==> src/verilog/asfr_pkg.sv <==
// Package of constants and types for the analog select and fault reset block
package asfr_pkg;
   // Pair select codes
   localparam logic [1:0] PAIR_CURRENT = 2'h0;
   localparam logic [1:0] PAIR_AUX = 2'h1;
   // Range codes
   localparam logic [1:0] RANGE_UNIPOLAR = 2'h0;
   localparam logic [1:0] RANGE_BIPOLAR = 2'h1;
   localparam logic [1:0] RANGE_BIPOLAR_AUX = 2'h2;
   // Frequency source code that routes the analog terminals
   localparam logic [1:0] FSRC_ANALOG = 2'h1;
   // Reference source encoding
   localparam logic [1:0] SRC_PRIMARY = 2'h0;
   localparam logic [1:0] SRC_CURRENT = 2'h1;
   localparam logic [1:0] SRC_AUX = 2'h2;
   // Clock and timebase
   localparam int CLK_HZ = 200000000;
   localparam int TICK_HZ = 1000;
   localparam int TICK_DIV = CLK_HZ / TICK_HZ;
   // Times in milliseconds, counted in timebase ticks
   localparam int RS_MIN_MS = 12;
   localparam int ALARM_CLR_MS = 30;
   localparam int STUCK_MS = 4000;
   localparam int RS_MIN_TICKS = RS_MIN_MS * TICK_HZ / 1000;
   localparam int ALARM_CLR_TICKS = ALARM_CLR_MS * TICK_HZ / 1000;
   localparam int STUCK_TICKS = STUCK_MS * TICK_HZ / 1000;
   // APB register byte addresses
   localparam logic [7:0] ADDR_CTRL = 8'h00;
   localparam logic [7:0] ADDR_STATUS = 8'h04;
   localparam logic [7:0] ADDR_IRQ_STAT = 8'h08;
   localparam logic [7:0] ADDR_IRQ_MASK = 8'h0C;
   // Control register fields
   localparam int CTRL_PAIR_LSB = 0;
   localparam int CTRL_RANGE_LSB = 2;
   localparam int CTRL_FSRC_LSB = 4;
   localparam int CTRL_EDGE_BIT = 6;
   localparam int CTRL_NC_BIT = 7;
   // Reset values
   localparam logic [31:0] CTRL_RESET = 32'h0000_0011;
   localparam logic [3:0] IRQ_MASK_RESET = 4'h0;
   // Interrupt bits
   localparam int IRQ_RESET_DONE = 0;
   localparam int IRQ_SHORT_PULSE = 1;
   localparam int IRQ_STUCK = 2;
   localparam int IRQ_NC_REJECT = 3;
   // Reset sequencer states, one-hot
   typedef enum logic [2:0] {
      ASFR_IDLE = 3'h1,
      ASFR_HELD = 3'h2,
      ASFR_CLEAR = 3'h4
   } asfr_seq_t;
endpackage

==> src/verilog/asfr_sync_if.sv <==
// Interface carrying synchronised terminal levels between modules
`timescale 1ns/1ps
interface asfr_sync_if;
   logic at_level; // Current/voltage select, synchronised
   logic rs_level; // Fault clear input, synchronised
   logic fw_level; // Forward run, synchronised
   logic rv_level; // Reverse run, synchronised
   modport src (output at_level, rs_level, fw_level, rv_level);
   modport dst (input at_level, rs_level, fw_level, rv_level);
endinterface

==> src/verilog/asfr_sync.sv <==
// Two-flop synchronisers for the terminal inputs
`timescale 1ns/1ps
module asfr_sync #(
   parameter int WIDTH = 4
) (
   input wire logic pclk,
   input wire logic presetn,
   input wire logic [WIDTH-1:0] raw,
   asfr_sync_if.src sync
);
   // First and second stages; stage one feeds only stage two
   typedef struct packed {
      logic [WIDTH-1:0] s1;
      logic [WIDTH-1:0] s2;
   } asfr_sync_st_t;
   asfr_sync_st_t st;
   asfr_sync_st_t next_st;

   // Shift every terminal through both stages
   always_comb begin
      next_st = st;
      next_st.s1 = raw;
      next_st.s2 = st.s1;
   end

   // Register stage, cleared to idle levels
   always_ff @(posedge pclk or negedge presetn) begin
      if (!presetn) begin
         st <= '0;
      end else begin
         st <= next_st;
      end
   end

   assign sync.at_level = st.s2[0];
   assign sync.rs_level = st.s2[1];
   assign sync.fw_level = st.s2[2];
   assign sync.rv_level = st.s2[3];
endmodule // asfr_sync

==> src/verilog/asfr_top.sv <==
// Analog reference select and fault reset logic with APB registers
// Overview of operation
// Select on, pair 00: current loop input
// Select on, pair 01: auxiliary voltage input
// Select off: primary voltage input always
// Range setting decides bipolar treatment
// Current loop never bipolar; direction from run
// Other party sets frequency source to analog
// Reset cancels trip state
// Reset acts on full on-off pulse
// Other party holds reset pulse 12 ms
// Alarm deasserts within 30 ms of reset
// Input held: output off, trip cleared
// Active run restarts motor after reset
// Input stuck over 4 s: comm error
// Edge setting picks leading or trailing action
// Fault clear input accepts normally-open only
// Power-up performs the same reset
// Terminals synchronised before edge detection
//
// Our own choices: register access over APB and the register offsets.
`timescale 1ns/1ps
module asfr_top (
   input wire logic pclk,
   input wire logic presetn,
   input wire logic psel,
   input wire logic penable,
   input wire logic pwrite,
   input wire logic [7:0] paddr,
   input wire logic [31:0] pwdata,
   output logic [31:0] prdata,
   output logic pready,
   output logic pslverr,
   input wire logic current_voltage_select_input,
   input wire logic fault_clear_input,
   input wire logic forward_run_command,
   input wire logic reverse_run_command,
   input wire logic trip_event,
   input wire logic operator_key,
   output logic [1:0] ref_source,
   output logic ref_bipolar,
   output logic ref_from_analog,
   output logic run_forward,
   output logic run_reverse,
   output logic motor_enable,
   output logic alarm,
   output logic reset_pulse,
   output logic comm_error,
   output logic irq
);
   // Synchronised terminal levels
   asfr_sync_if sif ();

   // Terminal synchronisers
   asfr_sync #(
      .WIDTH(4)
   ) u_sync (
      .pclk(pclk),
      .presetn(presetn),
      .raw({reverse_run_command, forward_run_command,
            fault_clear_input, current_voltage_select_input}),
      .sync(sif)
   );

   // Whole state of the block
   typedef struct packed {
      logic [31:0] ctrl; // Pair, range, source, edge, polarity
      logic [3:0] irq_stat; // Sticky events
      logic [3:0] irq_mask; // Interrupt enables
      logic [31:0] prdata;
      logic pready;
      logic pslverr;
      asfr_pkg::asfr_seq_t seq; // Reset sequencer
      logic rs_prev; // Previous synchronised reset level
      logic [17:0] div_cnt; // Timebase divider
      logic [11:0] hold_ms; // Width of current reset pulse
      logic [11:0] clr_ms; // Time since reset onset
      logic powerup; // Power-up reset still pending
      logic trip; // Trip state
      logic [1:0] ref_source;
      logic ref_bipolar;
      logic ref_from_analog;
      logic run_forward;
      logic run_reverse;
      logic motor_enable;
      logic alarm;
      logic reset_pulse;
      logic comm_error;
      logic irq;
   } asfr_st_t;
   asfr_st_t st;
   asfr_st_t next_st;

   // Decoded control fields
   logic [1:0] pair_sel;
   logic [1:0] range_sel;
   logic [1:0] fsrc_sel;
   logic edge_trailing;
   assign pair_sel = st.ctrl[asfr_pkg::CTRL_PAIR_LSB +: 2];
   assign range_sel = st.ctrl[asfr_pkg::CTRL_RANGE_LSB +: 2];
   assign fsrc_sel = st.ctrl[asfr_pkg::CTRL_FSRC_LSB +: 2];
   assign edge_trailing = st.ctrl[asfr_pkg::CTRL_EDGE_BIT];

   // Next-state logic for sequencer, references and bus
   always_comb begin
      logic tick;
      logic rise;
      logic fall;
      logic fire;
      logic [3:0] ev;
      logic wr;
      logic rd;
      tick = 1'b0;
      rise = 1'b0;
      fall = 1'b0;
      fire = 1'b0;
      ev = 4'h0;
      wr = 1'b0;
      rd = 1'b0;
      next_st = st;
      next_st.reset_pulse = 1'b0;
      next_st.pready = 1'b0;
      next_st.pslverr = 1'b0;

      // Millisecond timebase enable
      if (st.div_cnt == 18'(asfr_pkg::TICK_DIV - 1)) begin
         next_st.div_cnt = 18'h0;
         tick = 1'b1;
      end else begin
         next_st.div_cnt = st.div_cnt + 18'h1;
      end

      // Edges of the clean reset level only
      rise = sif.rs_level && !st.rs_prev;
      fall = !sif.rs_level && st.rs_prev;
      next_st.rs_prev = sif.rs_level;

      // Reference selection
      if (!sif.at_level) begin
         next_st.ref_source = asfr_pkg::SRC_PRIMARY;
      end else if (pair_sel == asfr_pkg::PAIR_CURRENT) begin
         next_st.ref_source = asfr_pkg::SRC_CURRENT;
      end else if (pair_sel == asfr_pkg::PAIR_AUX) begin
         next_st.ref_source = asfr_pkg::SRC_AUX;
      end else begin
         next_st.ref_source = asfr_pkg::SRC_PRIMARY; // Undefined pair code
      end
      // Bipolar only for voltage sources; the loop input is 4-20 mA
      next_st.ref_bipolar = (range_sel != asfr_pkg::RANGE_UNIPOLAR)
         && (next_st.ref_source != asfr_pkg::SRC_CURRENT);
      // Analog flag set only with analog frequency source; ref_source follows the select regardless
      next_st.ref_from_analog = (fsrc_sel == asfr_pkg::FSRC_ANALOG);

      // Trip capture
      if (trip_event) begin
         next_st.trip = 1'b1;
      end

      // Reset sequencer
      case (st.seq)
         asfr_pkg::ASFR_IDLE: begin
            if (st.powerup) begin
               fire = 1'b1;
               next_st.powerup = 1'b0;
            end else if (rise) begin
               next_st.seq = asfr_pkg::ASFR_HELD;
               next_st.hold_ms = 12'h0;
               next_st.clr_ms = 12'h0;
               if (!edge_trailing) begin
                  fire = 1'b1;
               end
            end
         end
         asfr_pkg::ASFR_HELD: begin
            // Output off and trip cleared while held
            next_st.motor_enable = 1'b0;
            next_st.trip = 1'b0;
            if (tick && st.hold_ms != 12'hFFF) begin
               next_st.hold_ms = st.hold_ms + 12'h1;
            end
            if (tick && st.clr_ms != 12'hFFF) begin
               next_st.clr_ms = st.clr_ms + 12'h1;
            end
            if (st.hold_ms == 12'(asfr_pkg::STUCK_TICKS)) begin
               next_st.comm_error = 1'b1;
               ev[asfr_pkg::IRQ_STUCK] = tick;
            end
            if (fall) begin
               // Full on-off pulse completes the operation
               next_st.seq = asfr_pkg::ASFR_CLEAR;
               if (st.hold_ms < 12'(asfr_pkg::RS_MIN_TICKS)) begin
                  ev[asfr_pkg::IRQ_SHORT_PULSE] = 1'b1;
               end
               if (edge_trailing) begin
                  fire = 1'b1;
               end
            end
         end
         asfr_pkg::ASFR_CLEAR: begin
            // Released: resume normal power-on operation
            next_st.seq = asfr_pkg::ASFR_IDLE;
            if (rise) begin
               next_st.seq = asfr_pkg::ASFR_HELD;
               next_st.hold_ms = 12'h0;
               next_st.clr_ms = 12'h0;
               // A new press right after release still acts on its edge
               if (!edge_trailing) begin
                  fire = 1'b1;
               end
            end
         end
         default: begin
            next_st.seq = asfr_pkg::ASFR_IDLE;
         end
      endcase

      // Reset operation: cancel trip and alarm at once, well inside 30 ms
      if (fire) begin
         next_st.trip = 1'b0;
         next_st.alarm = 1'b0;
         next_st.reset_pulse = 1'b1;
         ev[asfr_pkg::IRQ_RESET_DONE] = 1'b1;
      end
      // Alarm follows trip, but is forced low at the clear deadline
      if (trip_event) begin
         next_st.alarm = 1'b1;
      end else if (st.seq == asfr_pkg::ASFR_HELD &&
                   st.clr_ms >= 12'(asfr_pkg::ALARM_CLR_TICKS)) begin
         next_st.alarm = 1'b0;
      end

      // Motor runs whenever no trip, not held, and exactly one run command is on
      if (next_st.seq != asfr_pkg::ASFR_HELD && !next_st.trip) begin
         next_st.motor_enable = sif.fw_level ^ sif.rv_level;
      end else begin
         next_st.motor_enable = 1'b0;
      end
      // Direction comes from run commands only
      next_st.run_forward = sif.fw_level && !sif.rv_level;
      next_st.run_reverse = sif.rv_level && !sif.fw_level;

      // Operator key clears comm error once input released
      if (st.comm_error && !sif.rs_level && operator_key) begin
         next_st.comm_error = 1'b0;
      end

      // APB access phase, answered in one cycle
      wr = psel && penable && pwrite && !st.pready;
      rd = psel && penable && !pwrite && !st.pready;
      if (psel && penable && !st.pready) begin
         next_st.pready = 1'b1;
      end
      if (wr) begin
         case (paddr)
            asfr_pkg::ADDR_CTRL: begin
               next_st.ctrl = {24'h0, pwdata[7:0]};
               if (pwdata[asfr_pkg::CTRL_NC_BIT]) begin
                  // Normally-closed refused for this terminal
                  next_st.ctrl[asfr_pkg::CTRL_NC_BIT] = 1'b0;
                  ev[asfr_pkg::IRQ_NC_REJECT] = 1'b1;
               end
            end
            asfr_pkg::ADDR_IRQ_STAT: begin
               next_st.irq_stat = st.irq_stat & ~pwdata[3:0];
            end
            asfr_pkg::ADDR_IRQ_MASK: begin
               next_st.irq_mask = pwdata[3:0];
            end
            asfr_pkg::ADDR_STATUS: begin
               next_st.irq_stat = st.irq_stat;
            end
            default: begin
               next_st.pslverr = 1'b1;
            end
         endcase
      end
      if (rd) begin
         case (paddr)
            asfr_pkg::ADDR_CTRL: next_st.prdata = st.ctrl;
            asfr_pkg::ADDR_STATUS: next_st.prdata = {22'h0,
               st.seq == asfr_pkg::ASFR_HELD, sif.rs_level, st.comm_error,
               st.alarm, st.trip, st.motor_enable, st.ref_bipolar,
               st.ref_from_analog, st.ref_source};
            asfr_pkg::ADDR_IRQ_STAT: next_st.prdata = {28'h0, st.irq_stat};
            asfr_pkg::ADDR_IRQ_MASK: next_st.prdata = {28'h0, st.irq_mask};
            default: begin
               next_st.prdata = 32'h0;
               next_st.pslverr = 1'b1;
            end
         endcase
      end
      // Set wins over a clear in the same cycle
      next_st.irq_stat = next_st.irq_stat | ev;
      next_st.irq = |(next_st.irq_stat & next_st.irq_mask);
   end

   // State register; power-up reset pending after release
   always_ff @(posedge pclk or negedge presetn) begin
      if (!presetn) begin
         st <= '0;
         st.ctrl <= asfr_pkg::CTRL_RESET;
         st.irq_mask <= asfr_pkg::IRQ_MASK_RESET;
         st.seq <= asfr_pkg::ASFR_IDLE;
         st.powerup <= 1'b1;
      end else begin
         st <= next_st;
      end
   end

   assign prdata = st.prdata;
   assign pready = st.pready;
   assign pslverr = st.pslverr;
   assign ref_source = st.ref_source;
   assign ref_bipolar = st.ref_bipolar;
   assign ref_from_analog = st.ref_from_analog;
   assign run_forward = st.run_forward;
   assign run_reverse = st.run_reverse;
   assign motor_enable = st.motor_enable;
   assign alarm = st.alarm;
   assign reset_pulse = st.reset_pulse;
   assign comm_error = st.comm_error;
   assign irq = st.irq;
endmodule // asfr_top

==> config.mk <==
export PLATFORM = sky130hd
export DESIGN_NAME = asfr_top
export DESIGN_NICKNAME = d
export VERILOG_FILES = /design/src/verilog/asfr_pkg.sv /design/src/verilog/asfr_sync_if.sv /design/src/verilog/asfr_sync.sv /design/src/verilog/asfr_top.sv
export SDC_FILE = /design/constraint.sdc
export NUM_CORES = 1
export LEC_CHECK = 0
export BUFFER_PORTS_ARGS = -buffer_cell sky130_fd_sc_hd__buf_2
export CORE_ASPECT_RATIO = 2
export CORE_MARGIN = 3
export CORE_UTILIZATION = 38
export CTS_CLUSTER_SIZE = 10
export DETAILED_ROUTE_END_ITERATION = 16
export GPL_ROUTABILITY_DRIVEN = 0
export GPL_TIMING_DRIVEN = 0
export HOLD_SLACK_MARGIN = 0.12
export PLACE_DENSITY = 0.63
export SYNTH_ARGS = -nofsm -noshare
export SYNTH_HDL_FRONTEND = slang
export SYNTH_HIERARCHICAL = 1
export SYNTH_SLANG_ARGS = --single-unit
==> constraint.sdc <==
create_clock -name pclk -period 2.45 [get_ports pclk]
set_input_delay 0.49 -clock pclk [delete_from_list [all_inputs] [get_ports pclk]]
set_output_delay 0.49 -clock pclk [all_outputs]
set_load 0.01 [all_outputs]
Word-level counts from Yosys, hierarchy flattened
Index checks and enable logic that the tools add are counted.
{"block": "op_classes", "n_addsub": 3, "magnitude_cmp": 2, "eq_ne": 17, "mux": 48, "bitwise_logic": 5, "reduce_logical": 37}
{"op": "one-hot mux 24 bit (3 select lines)", "count": 1}
{"op": "2-to-1 mux 24 bit", "count": 2}
{"op": "one-hot mux 10 bit (4 select lines)", "count": 1}
{"op": "2-to-1 mux 1 bit", "count": 27}
{"op": "adder 12 x 1 -> 12 bit, second input constant", "count": 2}
{"op": "2-to-1 mux 12 bit", "count": 2}
{"op": "inequality test 12 bit, second input constant", "count": 2}
{"op": "adder 18 x 1 -> 18 bit, second input constant", "count": 1}
{"op": "== test 18 bit, second input constant", "count": 1}
{"op": "2-to-1 mux 18 bit", "count": 1}
{"op": "logical AND 1 bit", "count": 17}
{"op": "== test 8 x 4 -> 1 bit, second input constant", "count": 2}
{"op": "== test 12 bit, second input constant", "count": 1}
{"op": ">= comparator 12 x 5 -> 1 bit, second input constant", "count": 1}
{"op": "< comparator 12 x 4 -> 1 bit, second input constant", "count": 1}
{"op": "2-to-1 mux 2 bit", "count": 6}
{"op": "2-to-1 mux 3 bit", "count": 3}
{"op": "one-hot mux 3 bit (3 select lines)", "count": 1}
{"op": "AND 4 bit", "count": 2}
{"op": "== test 8 x 3 -> 1 bit, second input constant", "count": 1}
{"op": "logical NOT 8 bit", "count": 1}
{"op": "2-to-1 mux 4 bit", "count": 2}
{"op": "2-to-1 mux 8 bit", "count": 1}
{"op": "OR reduction 4 bit", "count": 2}
{"op": "17 further kinds", "count": 31}
{"block": "word_totals", "ff_bits": 116, "inputBits": 51, "output_inout_bits": 45, "word_cells": 137}

Depth between registers and ports, before layout
{"block": "depth", "word_depth": 9, "depth_mapped": 9, "ltp_nobuf": 7}

By module
Netlist, hierarchy kept.
{"module": "asfr_top", "instances": 1, "cells_per_inst": 454, "area_per_inst_um2": 4548.1, "seq_area_each_um2": 2157.1}
{"module": "asfr_sync", "instances": 1, "cells_per_inst": 8, "area_per_inst_um2": 200.2, "seq_area_each_um2": 200.2}

Least setup slack after synthesis
No wires, ideal clock.
{"block": "synth_timing", "kind": "input port to flip-flop", "startpoint": "in paddr[7]", "endpoint": "reg st, in the netlist range_sel[1]", "setup_ns": 0.128, "t_arrival_ns": 2.197, "t_required_ns": 2.322, "path_slack_ns": 0.126, "stages": 6, "path_buffers": 1, "path_cell_list": "or4_1 nor2_2 nand2_1 or3_1 clkbuf_1 mux2_1"}
{"block": "synth_via", "elab_chain_cells": 2}
{"element": "start: declaration", "line_no": "asfr_top.sv:29", "text": "input wire logic [7:0] paddr,"}
{"element": "logical NOT 8 bit", "line_no": "asfr_top.sv:254", "text": "case (paddr)"}
{"element": "AND reduction 2 bit (no line)"}
{"element": "end signal: assignment", "line_no": "asfr_top.sv:306", "text": "st <= next_st;"}
{"element": "end: declaration", "line_no": "asfr_top.sv:91", "text": "asfr_st_t st;"}
Every way passes these cells.
A chain may end at the register's enable or synchronous reset.

Worst setup path after layout
{"block": "layout_timing", "startpoint": "reg st[38] (netlist name)", "endpoint": "reg st[34] (netlist name)"}
{"block": "layout_via", "elab_chain_cells": 5}
{"element": "== test 18 bit", "line_no": "asfr_top.sv:126", "text": "if (st.div_cnt == 18'(asfr_pkg::TICK_DIV - 1)) begin"}
{"element": "2-to-1 mux 1 bit", "line_no": "asfr_top.sv:126"}
{"element": "logical AND 1 bit", "line_no": "asfr_top.sv:178", "text": "if (tick && st.hold_ms != 12'hFFF) begin"}
{"element": "inequality test 2 bit (no line)"}
{"element": "AND reduction 3 bit (no line)"}
Every way passes these cells.

==> impl_metrics.py <==
metrics = {
    "status": {
        "status": "finished clean",
    },
    "global_route": {
        "grt_pass1_wl_mm": 18.4,
        "overflow": 0,
        "antenna_found_initial": 0,
        "grt_max_degree": 57,
        "grt_pass1_vias": 3788,
        "grt_use_total_pct": 16.6,
    },
    "run": {
        "drv_cap": 0,
    },
    "power": {
        "clock_power_share_pct": 42.9,
        "p_total_w": 0.00322,
        "p_switching_w": 0.000834,
        "leakage_nw": 2.70,
        "switching_share_pct": 25.9,
        "pwr_density_cell_nw_per_um2": 570,
        "internal-power_w": 0.00239,
        "power.share.sequential_pct": 49.9,
        "comb_power_share_pct": 7.3,
        "ir_drop_v": 0.000334,
    },
    "cells_and_area": {
        "antennaDiodeCount": 0,
        "area_growth_pct": 19.1,
        "layout.cells.non_filler": 698,
        "final_area_um2": 5660,
        "fillers": 1157,
        "drive_gt1_share_pct": 26.3,
        "nets": 604,
    },
    "logic_synthesis": {
        "synth_xor_xnor_area_share_pct": 2.77,
        "synth-edff-count": 0,
        "synthSimpleGateAreaFrac_pct": 19.4,
        "yosysUniqueCellTypes": 65,
        "synth_mux_area_share_pct": 5.11,
        "ys.flop_type": "dfrtp_1",
        "synth_top_family_by_area": "simple AND/OR/NAND/NOR gates",
        "synth_compound_area_share_pct": 12.5,
        "syn_area_um2": 4750,
        "synth-adder-area-share_pct": 1.84,
        "yosysMostFrequentCell": "dfrtp_1",
        "yosys-top-cells-area": "dfrtp_1, buf_4, nand2_1",
        "synthCells": 462,
        "synth_top_area_share_pct": 47.4,
        "synth_common_cells": "dfrtp_1, nand2_1, nor2_1, buf_4, nand3_1",
        "ys_seq_elements": 94,
        "avgSynthCellArea_um2": 10.3,
        "ys_seq_area_share_pct": 49.6,
        "ys_warn_count": 6,
        "yosysTopAreaCell": "dfrtp_1",
        "ys_async_sr_fraction_pct": 100,
    },
    "detailed_routing": {
        "num_vias": 3729,
        "ant_nets": 0,
        "detail_route.drc_violations": 0,
        "dr.pass1.iters": 4,
        "dr.first_iter.drc_count": 166,
        "wire_per_inst_um": 16.2,
        "via_per_inst": 5.34,
        "routed_wirelength_mm": 11.3,
    },
    "critical_path": {
        "cp_common_cell": "buf_6",
        "critPathKind": "flop to flop",
        "r2r_start": "st[38]",
        "timing.rr.end": "st[34]",
        "cp_data_arrival_time_ns": 2.63,
        "end_kind": "flop",
        "r2r_slack_ns": 0.09,
        "cp_cell_sequence": "ha_2 -> nand3_4 -> or2_1 -> buf_6 -> a2111o_1 -> buf_6 -> or4_1 -> a21oi_1",
        "cpMaxStageDelayCell": "or4_1",
        "critPathMaxStageDelay_ns": 0.50,
        "rr_worst_depth": 8,
        "cp_data_required_time_ns": 2.72,
        "cp-start-kind": "flop",
        "path_max_fanout": 10,
    },
    "timing": {
        "period_share_pct": 96.3,
        "post-route-min-period_ns": 2.36,
        "tightest_slew_ns": 0.758,
        "setup_ws_ns": 0.0909,
        "drv_slew": 0,
        "clock.fmax_ghz": 0.424,
        "finalHoldViolCount": 0,
        "finalClockSkew_ns": 0.00768,
        "maxSlewHeadroom_pct": 49.4,
        "finalSetupViolations": 0,
        "setup-tns-final_ns": 0,
        "grt_setup_unrepaired": "yes",
    },
    "clocking": {
        "postCtsHoldBufs": 0,
        "cts-root-buf": "clkbuf_16",
        "cts_buffers": 9,
        "clock-sinks": 94,
        "clock_latency_ns": 0.35,
        "clockBufferDepth": 2,
        "clkTransAtPathRegs_ns": 0.07,
        "htreeDepth": 3,
        "cts_tree": "yes",
    },
    "floorplan": {
        "initial_core_util_pct": 38.9,
        "dieWidth_um": 85.0,
        "io_pins": 96,
        "die_h_um": 164,
        "core-area_um2": 12200,
        "std_cell_rows": 57,
        "fp.dieArea_um2": 14000,
    },
    "placed_design": {
        "dp_hpwl_mm": 8.66,
        "dp_slack_ns": -0.423,
        "port_buffers": 48,
        "place_area_um2": 5270,
        "dpl.cell_count": 679,
    },
    "hold_path": {
        "hold_class": "input port to async pin",
    },
}
-- metal layers --
metal  vias up  track usage (%)  share of wire [%]
met5         -                0                  0
met4         0             7.13                2.9
met3        28             2.96                3.7
met2        94             33.1                 59
met1      1819             16.1                 35
li1       1788                -                  -
-- worst max path at each step --
stage,from,depth (start not counted),to
2_1_floorplan,paddr[7],6,range_sel[1]
3_5_place_dp,st[58],5,irq
3_3_place_gp,st[58],5,irq
6_report,st[38],8,st[34]
5_1_grt,st[56],6,st[31]
4_1_cts,st[37],9,st[19]
-- worst max-delay path: cells and delay by family (launching register included) --
kind | cells | cell delay, ns
flip-flops | 1 | 0.37
adder cells (fa/ha/maj) | 1 | 0.22
buffers and inverters | 2 | 0.29
AO/OA/AOI/OAI | 2 | 0.54
AND/OR/NAND/NOR | 3 | 0.85
-- cells in the final DEF (no fill, tap or decap), types with 8 or more instances in the layout --
master,synthesis,final
o21ai_0,14,14
nor3_1,8,8
a21oi_1,14,14
a31oi_1,10,10
conb_1,1,22
nand2_1,43,43
nand3_1,23,23
buf_4,34,39
nor2_1,36,36
o31ai_1,11,10
clkbuf_16,0,9
inv_1,19,19
dfrtp_1,90,90
buf_2,2,49
clkbuf_1,12,9
or4_1,8,8
xor2_1,9,9
mux2_2,9,9
nand4_1,9,9
-- power by group through the flow --
stage	Combinational (W)	Clock, W	Sequential [W]
3_5_place_dp	0.000233	0	0.00164
4_1_cts	0.000234	0.00141	0.00161
5_1_grt	0.000262	0.00147	0.00161
3_3_place_gp	0.000224	0	0.00164
2_1_floorplan	0.000123	0	0.00164
6_report	0.000234	0.00138	0.00161
-- registers in the layout, indices dropped and copies added (netlist names), 2 cells and up --
| name | count |
|---|---|
| range_sel | 2 |
| u_sync/next_st | 4 |
| fsrc_sel | 2 |
| ref_source | 2 |
| prdata | 10 |
| st | 56 |
| pair_sel | 2 |
-- final cells by class --
class / instances / area [um^2] / area share (%)
well taps: 147 / 184 / 3.25
clock inverters: 7 / 62.6 / 1.11
flip-flops and latches: 94 / 2360 / 41.7
plain buffers: 51 / 343 / 6.06
multi-input cells: 319 / 2130 / 37.6
inverters: 19 / 71.3 / 1.26
clock buffers: 9 / 225 / 3.98
repair buffers: 52 / 285 / 5.04
-- through the flow --
step,utilization (%),hold slack [ns]
CTS,45.7,0.229
global placement,43.1,0.333
global route,46.4,0.234
finish,46.4,0.189
floorplan,-,0.194
detailed placement,43.2,0.336
-- cell families after synthesis --
group / Yosys count
flip-flops: 94
AO/OA/AOI/OAI: 82
AND/OR/NAND/NOR: 175
XOR/XNOR: 15
adder cells (fa/ha/maj): 7
other: 1
buffers and inverters: 70
multiplexers: 18
-- repair_timing --
| item | in CTS | in global routing |
|---|---|---|
| gates resized for setup | 4 | 17 |
| endpoints found under the setup margin | 9 | 20 |
| setup buffers | 0 | 3 |
| pin swaps | 0 | 1 |
Note: power is estimated with default switching activity, not from simulation.
